<file path="src/dscml_pkg.sv">
package dscml_pkg;

   // Pin bus widths
   localparam int DQ_W = 8;
   localparam int A_W  = 13;
   localparam int BA_W = 2;

   // Register byte offsets
   localparam logic [7:0] OFS_CTRL   = 8'h00;
   localparam logic [7:0] OFS_MODE   = 8'h04;
   localparam logic [7:0] OFS_EMODE  = 8'h08;
   localparam logic [7:0] OFS_STATUS = 8'h0C;
   localparam logic [7:0] OFS_REFROW = 8'h10;
   localparam logic [3:0] OFS_ROWS_HI = 4'h2;

   // Control and status bits
   localparam int CTRL_EN        = 0;
   localparam int ST_DLL_READY   = 0;
   localparam int ST_SELF_REF    = 1;
   localparam int ST_RD_ACT      = 2;
   localparam int ST_WR_ACT      = 3;
   localparam int ST_OPEN_LSB    = 4;
   localparam int ST_CMD_LSB     = 8;

   // Mode register fields
   localparam int MR_BL_LSB   = 0;
   localparam int MR_BT       = 3;
   localparam int MR_CL_LSB   = 4;
   localparam int MR_DLL_RST  = 8;
   localparam int EMR_DLL_DIS = 0;
   localparam int ADDR_AP     = 10;

   // Burst length and latency codes
   localparam logic [2:0] BL_2    = 3'h1;
   localparam logic [2:0] BL_4    = 3'h2;
   localparam logic [2:0] BL_8    = 3'h3;
   localparam logic [2:0] CL_2    = 3'h2;
   localparam logic [2:0] CL_2P5  = 3'h6;
   localparam logic [2:0] LAT_HALF_CL2   = 3'h4;
   localparam logic [2:0] LAT_HALF_CL2P5 = 3'h5;

   // Link clock cycles after DLL enable before a read may follow
   localparam int DLL_LOCK_CK = 200;

   localparam logic [A_W-1:0] MODE_RST  = 13'h0000;
   localparam logic [A_W-1:0] EMODE_RST = 13'h0000;

   typedef enum logic [2:0] {
      DSCML_NOP, DSCML_ACT, DSCML_RD, DSCML_WR,
      DSCML_BST, DSCML_PRE, DSCML_REF, DSCML_LMR
   } dscml_cmd_t;

   typedef struct packed {
      logic            ck;
      logic            cke;
      logic            cs_n;
      logic            ras_n;
      logic            cas_n;
      logic            we_n;
      logic [BA_W-1:0] ba;
      logic [A_W-1:0]  a;
      logic [DQ_W-1:0] dq;
      logic            dm;
      logic            dqs;
   } dscml_pins_t;

endpackage

</file>
<file path="src/dscml_burst_addr.sv">
`timescale 1ns/1ps
module dscml_burst_addr (
   input  wire logic [9:0] start_i,
   input  wire logic [2:0] beat_i,
   input  wire logic [2:0] len_code_i,
   input  wire logic       interleave_i,
   output logic      [9:0] col_o,
   output logic      [2:0] mask_o
);

   logic [2:0] off;

   always_comb begin
      case (len_code_i)
         dscml_pkg::BL_2: begin
            mask_o = 3'h1;
         end
         dscml_pkg::BL_4: begin
            mask_o = 3'h3;
         end
         default: begin
            mask_o = 3'h7;
         end
      endcase
      if (interleave_i) begin
         off = start_i[2:0] ^ beat_i;
      end else begin
         off = 3'(start_i[2:0] + beat_i);
      end
      // Masking keeps the count inside the aligned block
      col_o = {start_i[9:3], (start_i[2:0] & ~mask_o) | (off & mask_o)};
   end

endmodule

</file>
<file path="src/dscml_mem.sv">
`timescale 1ns/1ps
module dscml_mem #(
   parameter int AW = 8,
   parameter int DW = 8
) (
   input  wire logic          clk_i,
   input  wire logic          rst_n_i,
   input  wire logic          we_i,
   input  wire logic [AW-1:0] waddr_i,
   input  wire logic [DW-1:0] wdata_i,
   input  wire logic [AW-1:0] raddr_i,
   output logic      [DW-1:0] rdata_o
);

   typedef struct packed {
      logic [(1<<AW)-1:0][DW-1:0] cells;
      logic [DW-1:0]              rdata;
   } dscml_mem_state_t;

   dscml_mem_state_t s_reg;
   dscml_mem_state_t s_next;

   always_comb begin
      s_next = s_reg;
      if (we_i) begin
         s_next.cells[waddr_i] = wdata_i;
      end
      s_next.rdata = s_reg.cells[raddr_i];
   end

   always_ff @(posedge clk_i or negedge rst_n_i) begin
      if (!rst_n_i) begin
         s_reg <= '0;
      end else begin
         s_reg <= s_next;
      end
   end

   assign rdata_o = s_reg.rdata;

endmodule

</file>
<file path="src/dscml_top.sv">
`timescale 1ns/1ps
// Function
// - Length eight: A3 up picks block, A0-A2 start; sequential adds, interleaved XORs.
// - Length four: A2 up picks block, two low column bits give start word.
// - Length two: A1 up picks block, A0 gives the first word.
// - Bursts wrap inside their selected block, never crossing into a neighbour.
// - Read latency is programmable to 2 or 2.5 link clocks.
// - Read at edge n with latency m drives first data at edge n+m.
// - Mode load with A7-A12 zero is normal mode, A0-A6 carry settings.
// - Load with BA0 high, BA1 low writes extended register: DLL, drive strength.
// - Leaving self refresh turns the DLL back on without any load.
// - Chip select and strobes decode to the eight commands on each rising edge.
// - Load picks base register at bank 00, extended at 01; others reserved.
// - Activate opens the row on A0-A12 in the selected bank.
// - Read and write take bank and column A0-A9; A10 asks auto precharge.
// - Precharge closes the named bank, or all banks with A10 high.
// - Refresh is auto with CKE high, self refresh entry with CKE low.
// - Data mask low lets a write beat through, high blocks it.
// - Base register: A0-A2 length, A3 type, A4-A6 latency, A7-A12 mode.
// - Mode values persist until rewritten, save the DLL disable bit that self refresh exit clears; the DLL reset bit clears itself.
module dscml_top #(
   parameter int MEM_AW          = 8,
   parameter int DLL_LOCK_CYCLES = dscml_pkg::DLL_LOCK_CK
) (
   input  wire logic                       CORE_CLK_I,
   input  wire logic                       RESET_N_I,
   input  wire logic                       CK_I,
   input  wire logic                       CKE_I,
   input  wire logic                       CS_N_I,
   input  wire logic                       RAS_N_I,
   input  wire logic                       CAS_N_I,
   input  wire logic                       WE_N_I,
   input  wire logic [dscml_pkg::BA_W-1:0] BA_I,
   input  wire logic [dscml_pkg::A_W-1:0]  A_I,
   input  wire logic [dscml_pkg::DQ_W-1:0] DQ_I,
   output logic      [dscml_pkg::DQ_W-1:0] DQ_O,
   output logic                            DQ_OE_O,
   input  wire logic                       DM_I,
   input  wire logic                       DQS_I,
   output logic                            DQS_O,
   output logic                            DQS_OE_O,
   input  wire logic                       PSEL_I,
   input  wire logic                       PENABLE_I,
   input  wire logic                       PWRITE_I,
   input  wire logic [7:0]                 PADDR_I,
   input  wire logic [31:0]                PWDATA_I,
   output logic      [31:0]                PRDATA_O,
   output logic                            PREADY_O,
   output logic                            PSLVERR_O
);

   typedef struct packed {
      dscml_pkg::dscml_pins_t           s1;
      dscml_pkg::dscml_pins_t           s2;
      logic                             ck_d;
      logic                             dqs_d;
      logic [dscml_pkg::A_W-1:0]        mode;
      logic [dscml_pkg::A_W-1:0]        emode;
      logic                             en;
      logic [3:0]                       open;
      logic [3:0][dscml_pkg::A_W-1:0]   rows;
      logic                             self_ref;
      logic [dscml_pkg::A_W-1:0]        ref_row;
      logic [7:0]                       dll_cnt;
      dscml_pkg::dscml_cmd_t            last_cmd;
      logic                             rd_act;
      logic                             rd_out;
      logic                             rd_ap;
      logic [2:0]                       rd_wait;
      logic [1:0]                       rd_bank;
      logic [9:0]                       rd_col;
      logic [2:0]                       rd_beat;
      logic                             rd_out_d;
      logic                             dqs_ph;
      logic                             wr_act;
      logic                             wr_ap;
      logic [1:0]                       wr_bank;
      logic [9:0]                       wr_col;
      logic [2:0]                       wr_beat;
      logic [dscml_pkg::DQ_W-1:0]       dq_o;
      logic                             dq_oe;
      logic                             dqs_o;
      logic                             dqs_oe;
      logic [31:0]                      prdata;
      logic                             pready;
      logic                             pslverr;
   } dscml_state_t;

   localparam logic [7:0] DLL_LOCK = 8'(DLL_LOCK_CYCLES);

   dscml_state_t           s_reg;
   dscml_state_t           s_next;
   dscml_pkg::dscml_pins_t pins_in;
   dscml_pkg::dscml_cmd_t  cmd;
   logic                   ck_rise;
   logic                   ck_edge;
   logic                   dqs_edge;
   logic                   dll_ready;
   logic [2:0]             lat_half;
   logic [9:0]             rd_addr_col;
   logic [9:0]             wr_addr_col;
   logic [2:0]             beat_mask;
   logic                   mem_we;
   logic [dscml_pkg::DQ_W-1:0] mem_rdata;

   assign pins_in = '{ck: CK_I, cke: CKE_I, cs_n: CS_N_I, ras_n: RAS_N_I, cas_n: CAS_N_I,
                      we_n: WE_N_I, ba: BA_I, a: A_I, dq: DQ_I, dm: DM_I, dqs: DQS_I};

   // Edges are found on the second sync stage only
   assign ck_rise  = s_reg.s2.ck & ~s_reg.ck_d;
   assign ck_edge  = s_reg.s2.ck ^ s_reg.ck_d;
   assign dqs_edge = s_reg.s2.dqs ^ s_reg.dqs_d;
   assign dll_ready = ~s_reg.emode[dscml_pkg::EMR_DLL_DIS] && (s_reg.dll_cnt == DLL_LOCK);

   always_comb begin
      cmd = dscml_pkg::DSCML_NOP;
      if (!s_reg.s2.cs_n) begin
         unique case ({s_reg.s2.ras_n, s_reg.s2.cas_n, s_reg.s2.we_n})
            3'h7: cmd = dscml_pkg::DSCML_NOP;
            3'h3: cmd = dscml_pkg::DSCML_ACT;
            3'h5: cmd = dscml_pkg::DSCML_RD;
            3'h4: cmd = dscml_pkg::DSCML_WR;
            3'h6: cmd = dscml_pkg::DSCML_BST;
            3'h2: cmd = dscml_pkg::DSCML_PRE;
            3'h1: cmd = dscml_pkg::DSCML_REF;
            3'h0: cmd = dscml_pkg::DSCML_LMR;
         endcase
      end
   end

   always_comb begin
      // Reserved latency codes fall back to two clocks
      if (s_reg.mode[dscml_pkg::MR_CL_LSB +: 3] == dscml_pkg::CL_2P5) begin
         lat_half = dscml_pkg::LAT_HALF_CL2P5;
      end else begin
         lat_half = dscml_pkg::LAT_HALF_CL2;
      end
   end

   dscml_burst_addr u_rd_addr (
      .start_i      (s_reg.rd_col),
      .beat_i       (s_reg.rd_beat),
      .len_code_i   (s_reg.mode[dscml_pkg::MR_BL_LSB +: 3]),
      .interleave_i (s_reg.mode[dscml_pkg::MR_BT]),
      .col_o        (rd_addr_col),
      .mask_o       (beat_mask)
   );

   dscml_burst_addr u_wr_addr (
      .start_i      (s_reg.wr_col),
      .beat_i       (s_reg.wr_beat),
      .len_code_i   (s_reg.mode[dscml_pkg::MR_BL_LSB +: 3]),
      .interleave_i (s_reg.mode[dscml_pkg::MR_BT]),
      .col_o        (wr_addr_col),
      .mask_o       ()
   );

   // Storage keeps only low column bits per bank; rows alias onto each other
   dscml_mem #(
      .AW (MEM_AW),
      .DW (dscml_pkg::DQ_W)
   ) u_mem (
      .clk_i   (CORE_CLK_I),
      .rst_n_i (RESET_N_I),
      .we_i    (mem_we),
      .waddr_i ({s_reg.wr_bank, wr_addr_col[MEM_AW-3:0]}),
      .wdata_i (s_reg.s2.dq),
      .raddr_i ({s_reg.rd_bank, rd_addr_col[MEM_AW-3:0]}),
      .rdata_o (mem_rdata)
   );

   always_comb begin
      s_next       = s_reg;
      mem_we       = 1'b0;
      s_next.s1    = pins_in;
      s_next.s2    = s_reg.s1;
      s_next.ck_d  = s_reg.s2.ck;
      s_next.dqs_d = s_reg.s2.dqs;

      // Read pipeline advances on both link clock edges
      if (ck_edge && s_reg.rd_act) begin
         if (!s_reg.rd_out) begin
            if (s_reg.rd_wait == 3'h1) begin
               s_next.rd_out  = 1'b1;
               s_next.rd_beat = 3'h0;
            end else begin
               s_next.rd_wait = s_reg.rd_wait - 3'h1;
            end
         end else if (s_reg.rd_beat == beat_mask) begin
            s_next.rd_act = 1'b0;
            s_next.rd_out = 1'b0;
            if (s_reg.rd_ap) begin
               s_next.open[s_reg.rd_bank] = 1'b0;
            end
         end else begin
            s_next.rd_beat = s_reg.rd_beat + 3'h1;
         end
      end

      // Write beats are taken on either strobe edge
      if (dqs_edge && s_reg.wr_act) begin
         mem_we = ~s_reg.s2.dm;
         s_next.wr_beat = s_reg.wr_beat + 3'h1;
         if (s_reg.wr_beat == beat_mask) begin
            s_next.wr_act = 1'b0;
            if (s_reg.wr_ap) begin
               s_next.open[s_reg.wr_bank] = 1'b0;
            end
         end
      end

      if (ck_rise) begin
         if (s_reg.dll_cnt != DLL_LOCK && !s_reg.emode[dscml_pkg::EMR_DLL_DIS]) begin
            s_next.dll_cnt = s_reg.dll_cnt + 8'h01;
         end
         if (s_reg.self_ref) begin
            if (s_reg.s2.cke) begin
               s_next.self_ref = 1'b0;
               s_next.emode[dscml_pkg::EMR_DLL_DIS] = 1'b0;
               s_next.dll_cnt = 8'h00;
            end
         end else if (s_reg.en) begin
            if (!s_reg.s2.cke) begin
               // Only refresh is legal with CKE low
               if (cmd == dscml_pkg::DSCML_REF) begin
                  s_next.self_ref = 1'b1;
                  s_next.last_cmd = cmd;
               end
            end else begin
               if (cmd != dscml_pkg::DSCML_NOP) begin
                  s_next.last_cmd = cmd;
               end
               unique case (cmd)
                  dscml_pkg::DSCML_NOP: begin
                  end
                  dscml_pkg::DSCML_ACT: begin
                     s_next.open[s_reg.s2.ba] = 1'b1;
                     s_next.rows[s_reg.s2.ba] = s_reg.s2.a;
                  end
                  dscml_pkg::DSCML_RD: begin
                     s_next.rd_act  = 1'b1;
                     s_next.rd_out  = 1'b0;
                     s_next.rd_wait = lat_half;
                     s_next.rd_bank = s_reg.s2.ba;
                     s_next.rd_col  = s_reg.s2.a[9:0];
                     s_next.rd_ap   = s_reg.s2.a[dscml_pkg::ADDR_AP];
                     s_next.rd_beat = 3'h0;
                  end
                  dscml_pkg::DSCML_WR: begin
                     s_next.wr_act  = 1'b1;
                     s_next.wr_bank = s_reg.s2.ba;
                     s_next.wr_col  = s_reg.s2.a[9:0];
                     s_next.wr_ap   = s_reg.s2.a[dscml_pkg::ADDR_AP];
                     s_next.wr_beat = 3'h0;
                  end
                  dscml_pkg::DSCML_BST: begin
                     // Undefined for auto-precharge reads, so those run on
                     if (s_reg.rd_act && !s_reg.rd_ap) begin
                        s_next.rd_act = 1'b0;
                        s_next.rd_out = 1'b0;
                     end
                  end
                  dscml_pkg::DSCML_PRE: begin
                     if (s_reg.s2.a[dscml_pkg::ADDR_AP]) begin
                        s_next.open = 4'h0;
                     end else begin
                        s_next.open[s_reg.s2.ba] = 1'b0;
                     end
                  end
                  dscml_pkg::DSCML_REF: begin
                     s_next.ref_row = s_reg.ref_row + 13'h0001;
                  end
                  dscml_pkg::DSCML_LMR: begin
                     if (s_reg.s2.ba == 2'h0) begin
                        // Reset bit is acted on and never stored
                        s_next.mode = s_reg.s2.a;
                        s_next.mode[dscml_pkg::MR_DLL_RST] = 1'b0;
                        if (s_reg.s2.a[dscml_pkg::MR_DLL_RST]) begin
                           s_next.dll_cnt = 8'h00;
                        end
                     end else if (s_reg.s2.ba == 2'h1) begin
                        s_next.emode = s_reg.s2.a;
                        if (s_reg.emode[dscml_pkg::EMR_DLL_DIS] &&
                            !s_reg.s2.a[dscml_pkg::EMR_DLL_DIS]) begin
                           s_next.dll_cnt = 8'h00;
                        end
                     end
                  end
               endcase
            end
         end
      end

      // Strobe and enable wait one cycle so they line up with the registered memory read
      s_next.dq_o     = mem_rdata;
      s_next.rd_out_d = s_reg.rd_out;
      s_next.dqs_ph   = s_reg.rd_out & ~s_reg.rd_beat[0];
      s_next.dq_oe    = s_reg.rd_out_d;
      s_next.dqs_oe   = s_reg.rd_out_d;
      s_next.dqs_o    = s_reg.dqs_ph;

      // One wait state: answer in the second access cycle
      s_next.pready  = 1'b0;
      s_next.pslverr = 1'b0;
      if (PSEL_I && PENABLE_I && !s_reg.pready) begin
         s_next.pready = 1'b1;
         s_next.prdata = 32'h0000_0000;
         if (PWRITE_I) begin
            if (PADDR_I == dscml_pkg::OFS_CTRL) begin
               s_next.en = PWDATA_I[dscml_pkg::CTRL_EN];
            end else begin
               s_next.pslverr = 1'b1;
            end
         end else if (PADDR_I[7:4] == dscml_pkg::OFS_ROWS_HI && PADDR_I[1:0] == 2'h0) begin
            s_next.prdata = {19'h00000, s_reg.rows[PADDR_I[3:2]]};
         end else begin
            unique case (PADDR_I)
               dscml_pkg::OFS_CTRL:   s_next.prdata = {31'h00000000, s_reg.en};
               dscml_pkg::OFS_MODE:   s_next.prdata = {19'h00000, s_reg.mode};
               dscml_pkg::OFS_EMODE:  s_next.prdata = {19'h00000, s_reg.emode};
               dscml_pkg::OFS_REFROW: s_next.prdata = {19'h00000, s_reg.ref_row};
               dscml_pkg::OFS_STATUS: begin
                  s_next.prdata[dscml_pkg::ST_DLL_READY] = dll_ready;
                  s_next.prdata[dscml_pkg::ST_SELF_REF]  = s_reg.self_ref;
                  s_next.prdata[dscml_pkg::ST_RD_ACT]    = s_reg.rd_act;
                  s_next.prdata[dscml_pkg::ST_WR_ACT]    = s_reg.wr_act;
                  s_next.prdata[dscml_pkg::ST_OPEN_LSB +: 4] = s_reg.open;
                  s_next.prdata[dscml_pkg::ST_CMD_LSB +: 3]  = s_reg.last_cmd;
               end
               default: s_next.pslverr = 1'b1;
            endcase
         end
      end
   end

   always_ff @(posedge CORE_CLK_I or negedge RESET_N_I) begin
      if (!RESET_N_I) begin
         s_reg       <= '0;
         s_reg.mode  <= dscml_pkg::MODE_RST;
         s_reg.emode <= dscml_pkg::EMODE_RST;
         s_reg.en    <= 1'b1;
      end else begin
         s_reg <= s_next;
      end
   end

   assign DQ_O      = s_reg.dq_o;
   assign DQ_OE_O   = s_reg.dq_oe;
   assign DQS_O     = s_reg.dqs_o;
   assign DQS_OE_O  = s_reg.dqs_oe;
   assign PRDATA_O  = s_reg.prdata;
   assign PREADY_O  = s_reg.pready;
   assign PSLVERR_O = s_reg.pslverr;

endmodule

</file>
<file path="config.mk">
export PLATFORM = sky130hd
export DESIGN_NAME = dscml_top
export DESIGN_NICKNAME = d
export VERILOG_FILES = /design/src/dscml_pkg.sv /design/src/dscml_burst_addr.sv /design/src/dscml_mem.sv /design/src/dscml_top.sv
export SDC_FILE = /design/constraint.sdc
export NUM_CORES = 2
export LEC_CHECK = 0
export BUFFER_PORTS_ARGS = -buffer_cell sky130_fd_sc_hd__buf_2
export CORE_ASPECT_RATIO = 0.7
export CORE_MARGIN = 2
export CORE_UTILIZATION = 50
export DETAILED_ROUTE_END_ITERATION = 7
export HOLD_SLACK_MARGIN = 0.12
export PLACE_DENSITY = 0.67
export SKIP_CTS_REPAIR_TIMING = 1
export SYNTH_ARGS = -nofsm -noshare
export SYNTH_HDL_FRONTEND = slang
export SYNTH_SLANG_ARGS = --single-unit
export TNS_END_PERCENT = 30
</file>
<file path="constraint.sdc">
create_clock -name CORE_CLK_I -period 4.3 [get_ports CORE_CLK_I]
set_input_delay 0.215 -clock CORE_CLK_I [delete_from_list [all_inputs] [get_ports CORE_CLK_I]]
set_output_delay 0.215 -clock CORE_CLK_I [all_outputs]
set_load 0.01 [all_outputs]
</file>
---- Word level (Yosys, flattened, before mapping) ----
Memory sizes are Yosys's and may differ from the RTL's.
Index checks and enable logic that the tools add are counted.
storage, ports and cells
  output and inout port bits .............. 45
  input bits .............................. 76
  latch bits .............................. 0
  bits in registers ....................... 2292
  memories kept ........................... 1
  memory bits (read-only) ................. 24
  bits in writable memories ............... 0
  word-level logic and storage cells ...... 511
memories
  memory            words  bits a word  rd ports  clocked after Yosys merged registers in  write ports  RTL line          RTL
  (name not given)  8      3            1         0                                        0            dscml_top.sv:118  unique case ({s_reg.s2.ras_n, s_reg.s2.cas_n, s_reg.s2.we_n})
operators by class
  shift operators ......................... 0
  multiply operators ...................... 0
  equal/unequal tests ..................... 23
  reductions and logical operators ........ 35
  add/sub/neg operators ................... 7
  divide/modulo/power cells ............... 0
  magnitude comparators ................... 10
  bitwise gates (word level) .............. 26
  muxes and demuxes ....................... 95
operators by type and width
  operator                                             count
  bitwise mux 2048 bit                                 1
  2-to-1 mux 102 bit                                   2
  2-to-1 mux 56 bit                                    2
  2-to-1 mux 17 bit                                    5
  2-to-1 mux 8 bit                                     10
  2-to-1 mux 13 bit                                    6
  binary-select mux 8 bit (select 8 bit)               1
  demux 8 bit (select 8 bit)                           1
  case mux 11 bit (5 select lines)                     1
  bitwise mux 52 bit                                   1
  2-to-1 mux 52 bit                                    1
  2-to-1 mux 21 bit                                    2
  2-to-1 mux 3 bit                                     14
  2-to-1 mux 4 bit                                     8
  binary-select mux 13 bit (select 2 bit)              1
  demux 13 bit (select 2 bit)                          1
  2-to-1 mux 1 bit                                     25
  AND reduction 5 bit                                  5
  2-to-1 mux 24 bit                                    1
  2-to-1 mux 19 bit                                    1
  < comparator 8 x 9 -> 1 bit, second input constant   2
  equality test 8 x 4 -> 1 bit, second input constant  2
  equality test 3 bit, second input constant           5
  adder 13 x 1 -> 13 bit, second input constant        1
  44 further kinds                                     97

---- Longest topological paths before layout ----
  depth in word-level cells ............... 21
  depth in mapped cells ................... 15
  depth with buffers taken out ............ 11

---- Modules after synthesis ----
A second synthesis with hierarchy kept.
second synthesis, totals
  cell total of the unflattened synthesis .. 6872
  area total of the unflattened synthesis .. 103737.0 um^2
by module, submodules not included
  module            instances  area an instance (um^2)  seq. area each (um^2)  cells each
  dscml_mem         1          93519.7                  51449.3                6018
  dscml_top         1          9816.9                   5906.9                 800
  dscml_burst_addr  2          200.2                    0.0                    27

---- Least setup slack after synthesis ----
OpenSTA, ideal clock, no wires.
  kind .................................... register to register
  start ................................... register s_reg[64] (netlist name)
  end ..................................... register u_mem.s_reg, in the netlist u_mem.rdata_o[0]
  cell stages (with the launch flop) ...... 11
  data arrival time ....................... 2.948 ns
  library setup time ...................... 0.128 ns
  period minus slack after synthesis ...... 3.076 ns
  required time ........................... 4.172 ns
  path buffers ............................ 4
  path slack .............................. 1.224 ns
  path through ............................ dfrtp_1 -> ha_1 -> buf_4 -> buf_2 -> buf_1 -> buf_2 -> mux4_2 -> mux2i_1 -> o22ai_1 -> nor4_1 -> nor4_1
RTL lines
  item                    RTL line          RTL
  from (decl)             dscml_top.sv:91   dscml_state_t s_reg;
  from (signal assigned)  dscml_top.sv:343  s_reg <= s_next;
  to (signal assigned)    dscml_mem.sv:35   s_reg <= s_next;
  to (decl)               dscml_mem.sv:20   dscml_mem_state_t s_reg;

==> qor.yml <==
outcome:
  outcome: "complete, no violations"
placement:
  dp_hpwl_um: 175000
  dp.cells: 9500
  gp_congestion: 0.877
  port_buffers: 70
  postPlaceCellArea_um2: 108000
worst_hold_path:
  whs_path_depth: 3
  hold_path_class: "input port to flip-flop"
global_routing:
  overflow: 0
  grt_pass1_wl_um: 416000
  grt_max_degree: 159
  antenna_found_initial: 12
  grt_pass1_vias: 63459
  track_usage_pct: 26.1
layout:
  final_common_cell: "dfrtp_1"
  largest_register_ffs: 2048
  synthToLayoutAreaGrowth_pct: 12.7
  drive_gt1_share_pct: 49.1
  final_area_um2: 116000
  final_cell_mix: "dfrtp_1, mux2_2, mux4_2, nand2_1, buf_4"
  multi_input_area_um2: 43900
  ff_latch_area_um2: 57200
  fillCellCount: 16012
  layoutNonFillerInstCount: 9965
  nets: 7138
clock_tree:
  clk_pin_slew_ns: 0.06
  cts-root-buf: "clkbuf_16"
  cts_tree: "yes"
  cts_buffer_depth: 4
  cts.sinks: 2284
  cts.htree.levels: 4
  insertion_delay_ns: 0.90
  cts_made_buffers: 221
synth:
  synth-seq-cells: 2284
  synthArstFlopShare_pct: 100
  synth_edf_count: 0
  ys.warnings.count: 0
  synth_area_um2: 103000
  seq_area_frac_synth_pct: 55.4
  avgSynthCellArea_um2: 15.0
  ys_types: 70
  synth-main-ff-cell: "dfrtp_1"
  syn_inst: 6855
floorplanning:
  rows: 139
  start_util_pct: 50.3
  die_h_um: 384
  dieArea_um2: 210000
  num_io_pins: 121
  die_w_um: 547
  core_area_um2: 205000
drt:
  vias: 60983
  viasPerCell: 6.12
  drtPass1Iterations: 6
  drcViolationCount: 0
  drt_iter0_markers: 5222
  drtAntennaViolNets: 0
  wl_um: 273000
  wl_per_cell_um: 27.4
sta:
  fin_skew_ns: 0.0692
  fmax_ghz: 0.238
  hold_viol_final: 0
  min_period_ns: 4.20
  slew_headroom_pct: 14.0
  finalSetupViolCount: 0
  max_slew.worst_pin.slew_ns: 1.29
  finalCritPeriodShare_pct: 97.7
  drv_slew: 0
critical_path:
  r2r_cells: 14
  critical_path.max_fanout: 48
  cp.required_ns: 5.07
  worstSetupPathType: "flip-flop to flip-flop"
  crit_arrival_ns: 4.97
  critPathCaptureType: "flip-flop"
  crit_path_start_kind: "flip-flop"
power_and_ir_drop:
  p_comb_share_pct: 2.4
  p_int_w: 0.0330
  p_per_area_nw_per_um2: 364
  ir_drop_mv: 0.403
  seqPwrFrac_pct: 51.2
  swShare_pct: 22.1
  clock_power_share_pct: 46.3
  switching_power_w: 0.00933
  power_leakage_nw: 54.8
job:
  max_cap_viol_count: 0
## cell families (layout without fill, tap and decap cells)
kind of cell               after synthesis  after routing  synth area share [%]
xor gates and xnor gates                27             27                 0.237
muxes                                 2751           2751                  35.7
DFF                                   2284           2284                  55.4
buffers and inverters                  539            879                  2.32
other                                    1             22               0.00364
adders and majority gates               15             15                 0.194
and+or+nand+nor                        979            979                  4.48
AOI/OAI and AO/OA                      259            259                  1.64
## path summary, 6_finish.rpt
check / start / end / slack, ns
worst max-delay path: s_reg[64] / u_mem.rdata_o[5] / 0.10
worst min-delay path: PENABLE_I / PREADY_O / 0.05
worst max register to register: s_reg[64] / u_mem.rdata_o[5] / 0.10
worst min register to register: s_next[197] / s_reg[197] / 0.35
max in group asynchronous: RESET_N_I / s_reg[60] / 2.99
min in group asynchronous: RESET_N_I / u_mem.s_reg[1102] / 0.26
## worst max-delay path, cell delays in order, from the launching register on
cell       delay [ns]
dfrtp_1          0.41
ha_4             0.17
inv_1            0.09
fa_1             0.41
nor2_1           0.09
o31a_2           0.18
buf_12           0.27
buf_16           0.30
buf_12           0.23
mux4_2           0.26
mux2i_1          0.16
a2111oi_0        0.69
nand3_1          0.13
and3_1           0.28
nor4_1           0.33
## power groups by stage
stage               Combinational [W]  Clock (W)  Sequential, W
finish                        0.00102     0.0196         0.0217
global route                  0.00115     0.0209         0.0217
CTS                          0.000998     0.0200         0.0217
detailed placement           0.000995          0         0.0221
global placement             0.000968          0         0.0221
floorplan                    0.000349          0         0.0220
## per-layer routing
metal | track usage, % | vias to the layer above | share of wire (%)
met5 | 0 | - | 0.0095
met4 | 7.89 | 4 | 3.2
met3 | 5.47 | 448 | 6.8
met2 | 38.6 | 1674 | 44
met1 | 39.1 | 33225 | 46
li1 | - | 25632 | -
## cell type report
class / instances / share of cell area, %
antenna: 3 / 0.00646
tap: 2749 / 2.96
multi-input combinational: 4050 / 37.8
sequential: 2284 / 49.2
clock buffer: 336 / 5.69
timing repair buffer: 468 / 3.75
clock inverter: 52 / 0.526
inverter: 23 / 0.0743
## cells in the mapped netlist, types with 13 or more instances
| cell type | number | share of area, % |
|---|---|---|
| a2111oi_0 | 48 | 0.41 |
| a21oi_1 | 54 | 0.26 |
| and3_1 | 38 | 0.23 |
| buf_1 | 32 | 0.12 |
| buf_2 | 110 | 0.53 |
| buf_4 | 56 | 0.41 |
| clkbuf_1 | 315 | 1.1 |
| dfrtp_1 | 2283 | 55 |
| inv_1 | 22 | 0.080 |
| mux2_2 | 2136 | 23 |
| mux2i_1 | 82 | 0.80 |
| mux4_2 | 525 | 11 |
| nand2_1 | 420 | 1.5 |
| nand2b_1 | 15 | 0.091 |
| nand3_1 | 113 | 0.55 |
| nand3b_1 | 19 | 0.14 |
| nor2_1 | 116 | 0.42 |
| nor2_2 | 90 | 0.55 |
| nor3_1 | 85 | 0.41 |
| nor4_1 | 28 | 0.17 |
| o21ai_0 | 69 | 0.33 |
| o221ai_1 | 17 | 0.14 |
| o22ai_1 | 34 | 0.21 |
| xnor2_1 | 13 | 0.11 |
| xor2_1 | 13 | 0.11 |
## metrics by stage
step	hold slack (ns)	TNS, ns	setup WS (ns)	utilization, %	total power, W
CTS	-0.671	-0.373	-0.189	56.2	0.0426
floorplan	-0.0806	0	1.22	-	0.0223
global placement	0.226	-0.322	-0.184	52.7	0.0230
finish	0.0520	0	0.100	56.7	0.0423
detailed placement	0.221	-0.262	-0.153	52.7	0.0231
global route	0.117	-0.0318	-0.0318	56.7	0.0437
Power figures use the tool's default switching activity.
